[config.mk]
export PLATFORM = sky130hd
export DESIGN_NAME = insn_decode_timing
export DESIGN_NICKNAME = d
export VERILOG_FILES = /design/src/verilog/quarter_phase.v /design/src/verilog/insn_decode_timing.v
export VERILOG_INCLUDE_DIRS = /design/src /design/src/verilog
export SDC_FILE = /design/constraint.sdc
export NUM_CORES = 1
export LEC_CHECK = 0
export BUFFER_PORTS_ARGS = -buffer_cell sky130_fd_sc_hd__buf_4
export CAP_MARGIN = 15
export CORE_UTILIZATION = 42
export CTS_CLUSTER_DIAMETER = 100
export CTS_CLUSTER_SIZE = 24
export DETAILED_ROUTE_END_ITERATION = 10
export PLACE_DENSITY = 0.72
export REMOVE_ABC_BUFFERS = 1
export SLEW_MARGIN = 25
export SYNTH_ARGS = -nofsm -noshare
export SYNTH_HDL_FRONTEND = slang
export SYNTH_SLANG_ARGS = --single-unit
[constraint.sdc]
create_clock -name clock -period 2.7 [get_ports clock]
set_input_delay 0.405 -clock clock [delete_from_list [all_inputs] [get_ports clock]]
set_output_delay 0.405 -clock clock [all_outputs]
set_load 0.01 [all_outputs]
[src/verilog/insn_decode_defines.vh]
`ifndef INSN_DECODE_DEFINES_VH
`define INSN_DECODE_DEFINES_VH

// Word and field geometry
`define WORD_W          14
`define FILE_ADDR_W     7
`define BIT_IDX_W       3
`define LIT8_W          8
`define LIT9_W          9
`define LIT11_W         11
`define OSC_PER_CYCLE   4
`define PHASE_LAST      2'h3
`define PHASE_READ      2'h1
`define PHASE_WRITE     2'h3

// Instruction classes
`define CLASS_NONE      2'h0
`define CLASS_BYTE      2'h1
`define CLASS_BIT       2'h2
`define CLASS_LITCTL    2'h3

// Full-word opcodes of the operand-less control group
`define OP_RETURN       14'h0008
`define OP_INT_EXIT     14'h0009
`define OP_ACC_CALL     14'h000A
`define OP_ACC_JUMP     14'h000B

// Opcode prefixes, matched on the upper bits only
`define PFX_CLASS_BYTE  2'h0
`define PFX_CLASS_BIT   2'h1
`define PFX_DEC_SKIP    6'h0B
`define PFX_INC_SKIP    6'h0F
`define PFX_BIT_SKIP0   4'h6
`define PFX_BIT_SKIP1   4'h7
`define PFX_CALL        3'h4
`define PFX_ABS_JUMP    3'h5
`define PFX_REL_JUMP    5'h19
`define PFX_EXIT_LIT    6'h34
`define PFX_PTR_STEP    10'h001
`define PFX_PTR_OFFS    7'h7E
`define PFX_CTL_LOW     7'h00
`define PFX_CLEAR_ACC   7'h02

// Bank-relative addresses of the two indirect access ports
`define INDIRECT_PORT0  7'h00
`define INDIRECT_PORT1  7'h01

`endif

[src/verilog/quarter_phase.v]
`include "insn_decode_defines.vh"
`default_nettype none

// Splits the oscillator into four phases per instruction cycle
module quarter_phase (
	input  wire       clock,
	input  wire       sys_rst,
	output wire [1:0] phase,
	output wire       cycle_end
);

	reg [1:0] phase_q;

	always @(posedge clock or posedge sys_rst) begin
		if (sys_rst) begin
			phase_q <= 2'h0;
		end else begin
			phase_q <= phase_q + 2'h1;
		end
	end

	assign phase     = phase_q;
	assign cycle_end = (phase_q == `PHASE_LAST);

endmodule

`default_nettype wire

[src/verilog/insn_decode_timing.v]
`include "insn_decode_defines.vh"
`default_nettype none

module insn_decode_timing #(
	parameter WORD_W = `WORD_W
) (
	input  wire              clock,
	input  wire              sys_rst,
	input  wire [WORD_W-1:0] insn_word,
	input  wire              insn_valid,
	output wire              insn_ready,
	input  wire [1:0]        pointer_in_prog_mem,
	input  wire              skip_cond,
	output wire [1:0]        phase,
	output reg  [1:0]        insn_class_q,
	output reg  [6:0]        file_addr_q,
	output reg  [2:0]        bit_index_q,
	output reg  [7:0]        bit_mask_q,
	output reg  [7:0]        lit8_q,
	output reg  [8:0]        lit9_q,
	output reg  [10:0]       lit11_q,
	output reg               dest_is_file_q,
	output reg               pointer_sel_q,
	output reg  [1:0]        step_mode_q,
	output reg               is_call_q,
	output reg               is_return_q,
	output reg               is_jump_q,
	output reg               is_skip_q,
	output reg               is_ptr_step_q,
	output reg               names_file_q,
	output reg  [1:0]        cycles_q,
	output wire              file_read_en,
	output wire              file_write_en,
	output wire              acc_write_en,
	output wire              insn_done
);

	////////////////////////////////////////////////////////////////////////
	// Field and opcode decoding

	function [7:0] bit_mask;
		input [2:0] idx;
		begin
			bit_mask = 8'h01 << idx;
		end
	endfunction

	wire       cycle_end;
	wire [1:0] cls_d;
	wire       call_d;
	wire       ret_d;
	wire       jump_d;
	wire       skip_d;
	wire       step_d;
	wire       offs_d;
	wire       file_d;
	wire       ptr_d;
	wire       indirect_d;
	wire [1:0] base_d;
	wire       ctl_low_d;
	wire       clear_acc_d;

	quarter_phase u_phase (
		.clock     (clock),
		.sys_rst   (sys_rst),
		.phase     (phase),
		.cycle_end (cycle_end)
	);

	// Words below the first file-naming form are operand-less control or pointer forms
	assign ctl_low_d   = (insn_word[13:7] == `PFX_CTL_LOW);
	// The accumulator clear lives in the byte space yet names no file
	assign clear_acc_d = (insn_word[13:7] == `PFX_CLEAR_ACC);

	// Top two bits pick the class once the control words are set aside
	assign cls_d = ctl_low_d                             ? `CLASS_LITCTL :
	               (insn_word[13:12] == `PFX_CLASS_BYTE) ? `CLASS_BYTE   :
	               (insn_word[13:12] == `PFX_CLASS_BIT)  ? `CLASS_BIT    :
	                                                       `CLASS_LITCTL;

	assign call_d = (insn_word[13:11] == `PFX_CALL) ||
	                (insn_word == `OP_ACC_CALL);
	assign ret_d  = (insn_word == `OP_RETURN) || (insn_word == `OP_INT_EXIT) ||
	                (insn_word[13:8] == `PFX_EXIT_LIT);
	assign jump_d = (insn_word[13:11] == `PFX_ABS_JUMP) ||
	                (insn_word[13:9] == `PFX_REL_JUMP) ||
	                (insn_word == `OP_ACC_JUMP);
	assign skip_d = (insn_word[13:8] == `PFX_DEC_SKIP) ||
	                (insn_word[13:8] == `PFX_INC_SKIP) ||
	                (insn_word[13:10] == `PFX_BIT_SKIP0) ||
	                (insn_word[13:10] == `PFX_BIT_SKIP1);
	assign step_d = (insn_word[13:4] == `PFX_PTR_STEP);
	assign offs_d = (insn_word[13:7] == `PFX_PTR_OFFS);

	// Control words drop out by class and the clear by its own match, so its don't-care bits cannot add a cycle
	assign file_d = (cls_d != `CLASS_LITCTL) && !clear_acc_d;

	// Pointer used by pointer forms, or by a direct touch of an indirect port
	assign ptr_d = step_d ? insn_word[2] :
	               offs_d ? insn_word[6] : insn_word[0];
	assign indirect_d = step_d || offs_d ||
	                    (file_d && ((insn_word[6:0] == `INDIRECT_PORT0) ||
	                                (insn_word[6:0] == `INDIRECT_PORT1)));

	// Fixed length known at fetch; a taken skip extends it later
	assign base_d = ((call_d || ret_d || jump_d) ? 2'h2 : 2'h1) +
	                ((indirect_d && pointer_in_prog_mem[ptr_d]) ? 2'h1 : 2'h0);

	////////////////////////////////////////////////////////////////////////
	// Execution sequencing

	localparam ST_IDLE = 1'b0;
	localparam ST_EXEC = 1'b1;

	reg       state_q;
	reg [1:0] cyc_idx_q;
	wire      last_cycle;
	wire      take;
	wire      skip_ext;

	// A taken skip discards the next word, so its first cycle is never the last
	assign skip_ext   = (state_q == ST_EXEC) && is_skip_q && skip_cond &&
	                    (cyc_idx_q == 2'h0);
	assign last_cycle = (cyc_idx_q + 2'h1 >= cycles_q) && !skip_ext;
	assign insn_done  = (state_q == ST_EXEC) && cycle_end && last_cycle;
	// Prefetch overlaps the final phase so back-to-back words lose no cycle
	assign insn_ready = cycle_end && ((state_q == ST_IDLE) || last_cycle);
	assign take       = insn_ready && insn_valid;

	// Read in the second phase, store in the fourth, both in the first cycle
	assign file_read_en  = (state_q == ST_EXEC) && (cyc_idx_q == 2'h0) &&
	                       names_file_q && (phase == `PHASE_READ);
	assign file_write_en = (state_q == ST_EXEC) && (cyc_idx_q == 2'h0) &&
	                       names_file_q && dest_is_file_q &&
	                       (phase == `PHASE_WRITE);
	assign acc_write_en  = (state_q == ST_EXEC) && (cyc_idx_q == 2'h0) &&
	                       names_file_q && !dest_is_file_q &&
	                       (phase == `PHASE_WRITE);

	always @(posedge clock or posedge sys_rst) begin
		if (sys_rst) begin
			state_q        <= ST_IDLE;
			cyc_idx_q      <= 2'h0;
			cycles_q       <= 2'h0;
			insn_class_q   <= `CLASS_NONE;
			file_addr_q    <= 7'h00;
			bit_index_q    <= 3'h0;
			bit_mask_q     <= 8'h00;
			lit8_q         <= 8'h00;
			lit9_q         <= 9'h000;
			lit11_q        <= 11'h000;
			dest_is_file_q <= 1'b0;
			pointer_sel_q  <= 1'b0;
			step_mode_q    <= 2'h0;
			is_call_q      <= 1'b0;
			is_return_q    <= 1'b0;
			is_jump_q      <= 1'b0;
			is_skip_q      <= 1'b0;
			is_ptr_step_q  <= 1'b0;
			names_file_q   <= 1'b0;
		end else begin
			if (take) begin
				state_q        <= ST_EXEC;
				cyc_idx_q      <= 2'h0;
				cycles_q       <= base_d;
				insn_class_q   <= cls_d;
				file_addr_q    <= insn_word[6:0];
				bit_index_q    <= insn_word[9:7];
				bit_mask_q     <= bit_mask(insn_word[9:7]);
				lit8_q         <= insn_word[7:0];
				lit9_q         <= insn_word[8:0];
				lit11_q        <= insn_word[10:0];
				dest_is_file_q <= insn_word[7];
				pointer_sel_q  <= ptr_d;
				step_mode_q    <= insn_word[1:0];
				is_call_q      <= call_d;
				is_return_q    <= ret_d;
				is_jump_q      <= jump_d;
				is_skip_q      <= skip_d;
				is_ptr_step_q  <= step_d;
				names_file_q   <= file_d;
			end else if (state_q == ST_EXEC) begin
				case (state_q)
				ST_EXEC: begin
					if (cycle_end) begin
						if (last_cycle) begin
							state_q <= ST_IDLE;
						end else begin
							cyc_idx_q <= cyc_idx_q + 2'h1;
						end
						// A taken skip discards the next word: one more cycle
						if (skip_ext) begin
							cycles_q <= cycles_q + 2'h1;
						end
					end
				end
				default: begin
					state_q <= ST_IDLE;
				end
				endcase
			end
		end
	end

endmodule

`default_nettype wire

; After elaboration in Yosys (flattened, before gate mapping)
; Cells that the tools add are included.
[word_totals]
reg_bits = 65
input_bits = 20
output_inout_bits = 67
[classes]
addsub = 4
order_cmp = 2
n_eq_ne = 21
shifts = 1
muxes = 21
bitwise_logic = 1
n_reduce_logical = 44
[op_table]
columns = operator, count
row1 = equality test 14 x 4 -> 1 bit (second input constant), 4
row2 = two-way mux 2 bit, 11
row3 = logical AND 1 bit, 18
row4 = zero test 7 bit, 2
row5 = logical OR 1 bit, 14
row6 = equality test 6 x 4 -> 1 bit (second input constant), 2
row7 = equality test 10 x 1 -> 1 bit (second input constant), 1
row8 = two-way mux 1 bit, 10
row9 = equality test 4 x 3 -> 1 bit (second input constant), 2
row10 = << shifter 1 x 3 -> 8 bit (first input constant), 1
row11 = equality test 7 x 1 -> 1 bit (second input constant), 1
row12 = equality test 7 x 2 -> 1 bit (second input constant), 1
row13 = equality test 7 bit (second input constant), 1
row14 = adder 2 x 1 -> 2 bit (second input constant), 3
row15 = equality test 3 bit (second input constant), 2
row16 = equality test 6 bit (second input constant), 1
row17 = AND reduction 3 bit, 2
row18 = nonzero test 2 bit, 3
row19 = equality test 5 bit (second input constant), 1
row20 = equality test 2 x 1 -> 1 bit (second input constant), 2
row21 = zero test 2 bit, 2
row22 = zero test 1 bit, 3
row23 = adder 2 x 1 -> 2 bit, 1
row24 = equality test 2 bit (second input constant), 1
row25 = other kinds (5), 5

; Depth between registers and ports, before layout
[depth]
word_depth = 12
depth_mapped = 9

; Modules after synthesis
; From an unflattened synthesis, not the netlist that was laid out.
[hier_totals]
hier_cells = 187
hier_area_um2 = 2199.6
[by_module_without_submodules]
columns = mod, instances, cells_each, area_each_um2, seq_area_each_um2
row1 = insn_decode_timing, 1, 182, 2129.5, 825.8
row2 = quarter_phase, 1, 5, 70.1, 50.0

; Worst setup path after synthesis
; OpenSTA, ideal clock, no wires.
[synth_timing]
kind = input to register
start = in insn_word[12]
end = reg cycles_q[0]
setup_time_ns = 0.116
arrival_ns = 2.405
required_ns = 2.584
slack_ns = 0.180
cell_stages = 7
n_path_buf = 1
cell_sequence = buf_6 -> or4_4 -> or4b_4 -> and4b_1 -> nor3_2 -> ha_1 -> o311ai_0
[synth_between]
elab_chain_cells = 12
[synth_rtl]
columns = element, line
row1 = from (decl), insn_decode_timing.v:9  ; input wire [WORD_W-1:0] insn_word,
row2 = equality test 2 x 1 -> 1 bit (no line), --
row3 = two-way mux 1 bit (no line), --
row4 = two-way mux 2 bit (no line) (2 in series), --
row5 = != test 2 bit (no line), --
row6 = logical AND 1 bit, insn_decode_timing.v:96  ; assign file_d = (cls_d != `CLASS_LITCTL) && !clear_acc_d;
row7 = logical AND 1 bit, insn_decode_timing.v:102  ; (file_d && ((insn_word[6:0] == `INDIRECT_PORT0) ||
row8 = logical OR 1 bit, insn_decode_timing.v:101  ; assign indirect_d = step_d || offs_d ||
row9 = logical AND 1 bit, insn_decode_timing.v:107  ; ((indirect_d && pointer_in_prog_mem[ptr_d]) ? 2'h1 : 2'h0);
row10 = two-way mux 1 bit, insn_decode_timing.v:107
row11 = adder 2 x 1 -> 2 bit *, insn_decode_timing.v:106  ; assign base_d = ((call_d || ret_d || jump_d) ? 2'h2 : 2'h1) +
row12 = two-way mux 2 bit *, insn_decode_timing.v:162  ; if (take) begin
row13 = to (signal assigned), insn_decode_timing.v:165  ; cycles_q <= base_d;
row14 = to (signal assigned), insn_decode_timing.v:193  ; cycles_q <= cycles_q + 2'h1;
row15 = to (decl), insn_decode_timing.v:31  ; output reg [1:0] cycles_q,
; Mark *: on every way between the ends. The rest lies on a longest branch, timed or not. The select of a mux whose other input is x is not followed.
; A chain may end at the register's enable or synchronous reset.

; Final worst setup path
[layout_timing]
start = reg cyc_idx_q[0]
end = out insn_ready
[layout_between]
elab_chain_cells = 6
[layout_rtl]
columns = element, line
row1 = from (decl), insn_decode_timing.v:116  ; reg [1:0] cyc_idx_q;
row2 = from (signal assigned), insn_decode_timing.v:189  ; cyc_idx_q <= cyc_idx_q + 2'h1;
row3 = "parallel branches: the longest is 3 deep, another holds adder 2 x 1 -> 2 bit", --
row4 = logical AND 1 bit *, insn_decode_timing.v:124  ; assign last_cycle = (cyc_idx_q + 2'h1 >= cycles_q) && !skip_ext;
row5 = logical OR 1 bit *, insn_decode_timing.v:127  ; assign insn_ready = cycle_end && ((state_q == ST_IDLE) || last_cycle);
row6 = logical AND 1 bit *, insn_decode_timing.v:127
row7 = to (decl), insn_decode_timing.v:11  ; output wire insn_ready,
; Every way passes the cells marked *.

==> metrics.cfg <==
[global_routing]
grt_antenna_before_repair = 0
grt_max_degree = 23
grt_first_pass_wirelength_um = 7980
grt_pass1_vias = 1626
grt_use_total_pct = 20.4
gr-total-overflow = 0

[placed_design]
dp_hpwl_um = 3690
gp_congestion = 0.791
post-place-ws_ps = -23.7
dpl_cell_area_um2 = 2560
io_buffers = 86

[yosys]
synth_xor_area_share_pct = 0
yosys_warnings = 0
ys_ff_latch = 35
seq_area_frac_synth_pct = 42.8
yosys.area.top_type = dfrtp_1
netlist_instances = 210
synth-simple-area-share_pct = 14.5
synth_edf_count = 0
ys_top_cells_by_area = dfrtp_1, buf_4, o21ai_0
synthMuxAreaShare_pct = 6.72
synth_compound_area_share_pct = 16.1
synth.top_cell.area_share_pct = 42.8
synthDistinctLibCells = 45
synth.avg_cell_area_um2 = 9.75
synth_area_um2 = 2050
synth_ff_type = dfrtp_1
synth_adder_area_share_pct = 4.28
postSynth.asyncResetShare_pct = 100
synth_top_family_by_area = compound AO/OA/AOI/OAI gates

[critical_path]
critPathRequiredTime_ps = 2300
cp.arrival_ps = 2120
crit_path_max_fanout = 6
r2r-start = cyc_idx_q[0]$_DFFE_PP0P_
ff2ff_path_depth = 7
worst_setup_path_start_kind = flip-flop
r2r-end = file_addr_q[5]$_DFFE_PP0P_
critPathKind = flip-flop to primary output
worstSetupEndpointType = primary output
r2r_setup_slack_ps = 370

[timing]
rsz0062_at_grt = false
worst_pin_slew_ps = 570
whs_ps = 158
fmax_ghz = 0.396
post-route-min-period_ps = 2530
fin_skew_ps = 7.35
setup_violations = 0
maxSlewHeadroom_pct = 61.9
hold_violations = 0
final-max-slew-violation-count = 0
setup_slack_ps = 172
period_share_pct = 93.6

[cells_and_area]
final_common_cell = buf_4
regArea_um2 = 876
fillers = 426
nets = 301
multi_input_area_um2 = 851
mostFrequentLayoutCells = buf_4, dfrtp_1, o21ai_0, inv_1, mux2_2
area_growth_pct = 31.7
antenna_cells = 0
final_area_um2 = 2700
drive_gt1_share_pct = 42.9

[detailed_routing]
via_per_inst = 5.43
wl_um = 5090
num_vias = 1787
ant_nets = 0
drt_pass1_iterations = 4
drc = 0
wire_per_inst_um = 15.5
drtIter0Drc = 132

[clock_network]
ctsHoldBuffers = 0
htreeDepth = 2
clk_path_buf_depth = 2
numCtsBuffers = 5
post-cts-setup-buffers = 0
path_clk_slew_ps = 80
clkSinkCount = 35
clock_latency_ps = 300
clockRootBuffer = clkbuf_8
cts_resized = 0
cts_tree = yes

[power_and_ir_drop]
peakVddDrop_mv = 0.579
power.leakage_uw = 0.00133
power_density_nw_per_um2 = 1050

[floorplanning]
rows = 25
io_pins = 87
start_util_pct = 43.6
fp.dieW_um = 71.8
die_h_um = 71.8
die-area_um2 = 5160
fp.coreArea_um2 = 4690

[flow_run]
drv_cap = 0

[run_status]
status = finished, final reports clean

[hold_path]
min_path_type = input pin to async pin

cell usage after synthesis (2+ instances only):
cell type  instances
dfrtp_1           35
buf_4             30
o21ai_0           24
inv_1             16
mux2_2            10
a21oi_1            9
ha_1               7
nand3_1            7
nor2_1             7
nand2_1            5
nand4_1            5
nor3_1             5
a21o_1             4
clkbuf_1           4
and2_1             3
o31ai_1            3
o41ai_1            3
and3_1             2
nand2b_1           2
nor4_1             2
o21bai_1           2
o22ai_1            2
layout make-up:
class,instances,share of cell area [%]
Tap cell,54,2.51
Inverter,16,2.23
Timing Repair Buffer,94,26.2
Clock inverter,3,2.51
Multi-Input combinational cell,122,31.6
Clock buffer,5,2.55
Sequential cell,35,32.5
worst max-delay path, stage by stage (launching register included):
cell,delay [ps]
dfrtp_1,360
inv_1,70
ha_1,310
ha_1,290
a21o_1,180
a21o_1,190
buf_4,150
and2_1,150
buf_4,140
logic make-up after synthesis:
family / count (synthesis)
simple gates: 49
fa+ha+maj: 7
buf+inv: 53
compound gates: 54
mux: 12
flops: 35
how the worst max path moves through the flow:
stage | end | slack [ps] | cells past startpoint | startpoint
finish | insn_ready | 170 | 8 | cyc_idx_q[0]$_DFFE_PP0P_
global route | insn_ready | 70 | 8 | cyc_idx_q[0]$_DFFE_PP0P_
CTS | insn_ready | 160 | 8 | cyc_idx_q[0]$_DFFE_PP0P_
detailed placement | cycles_q[0]$_DFFE_PP0P_ | -20 | 7 | insn_word[10]
global placement | cycles_q[0]$_DFFE_PP0P_ | 40 | 7 | insn_word[10]
floorplan | pointer_sel_q$_DFFE_PP0P_ | 200 | 7 | cyc_idx_q[0]$_DFFE_PP0P_
state kept, by name (all words and copies together) (netlist names), 2 cells and up:
name and flops:
bit_mask_q 8, file_addr_q 6, bit_index_q 2, cyc_idx_q 2, cycles_q 2, insn_class_q 2
lit11_q 2, u_phase.phase 2
metrics by stage:
stage               util, %  std cells  power (µW)  TNS, ps
floorplan                 -        173        1440        0
detailed placement     54.6        321        2270    -23.7
global route           57.5        329        3000        0
CTS                    57.5        329        2850        0
finish                 57.5        329        2830        0
global placement       54.6        321        2240        0
power breakdown:
part | internal (µW) | switching (µW) | leakage, µW
logic | 725 | 644 | 0.000838
registers | 716 | 173 | 0.000431
clock network | 368 | 203 | 0.0000644
per-layer routing:
metal / vias to the layer above / part of all wire [%] / global-route usage (%) / wire length, µm
met5: - / 0 / 0 / 0
met4: 0 / 2.0 / 8.93 / 102
met3: 10 / 6.7 / 5.06 / 343
met2: 74 / 47 / 33.1 / 2390
met1: 850 / 44 / 25.9 / 2250
li1: 853 / - / - / -
Power figures use the tool's default switching activity.
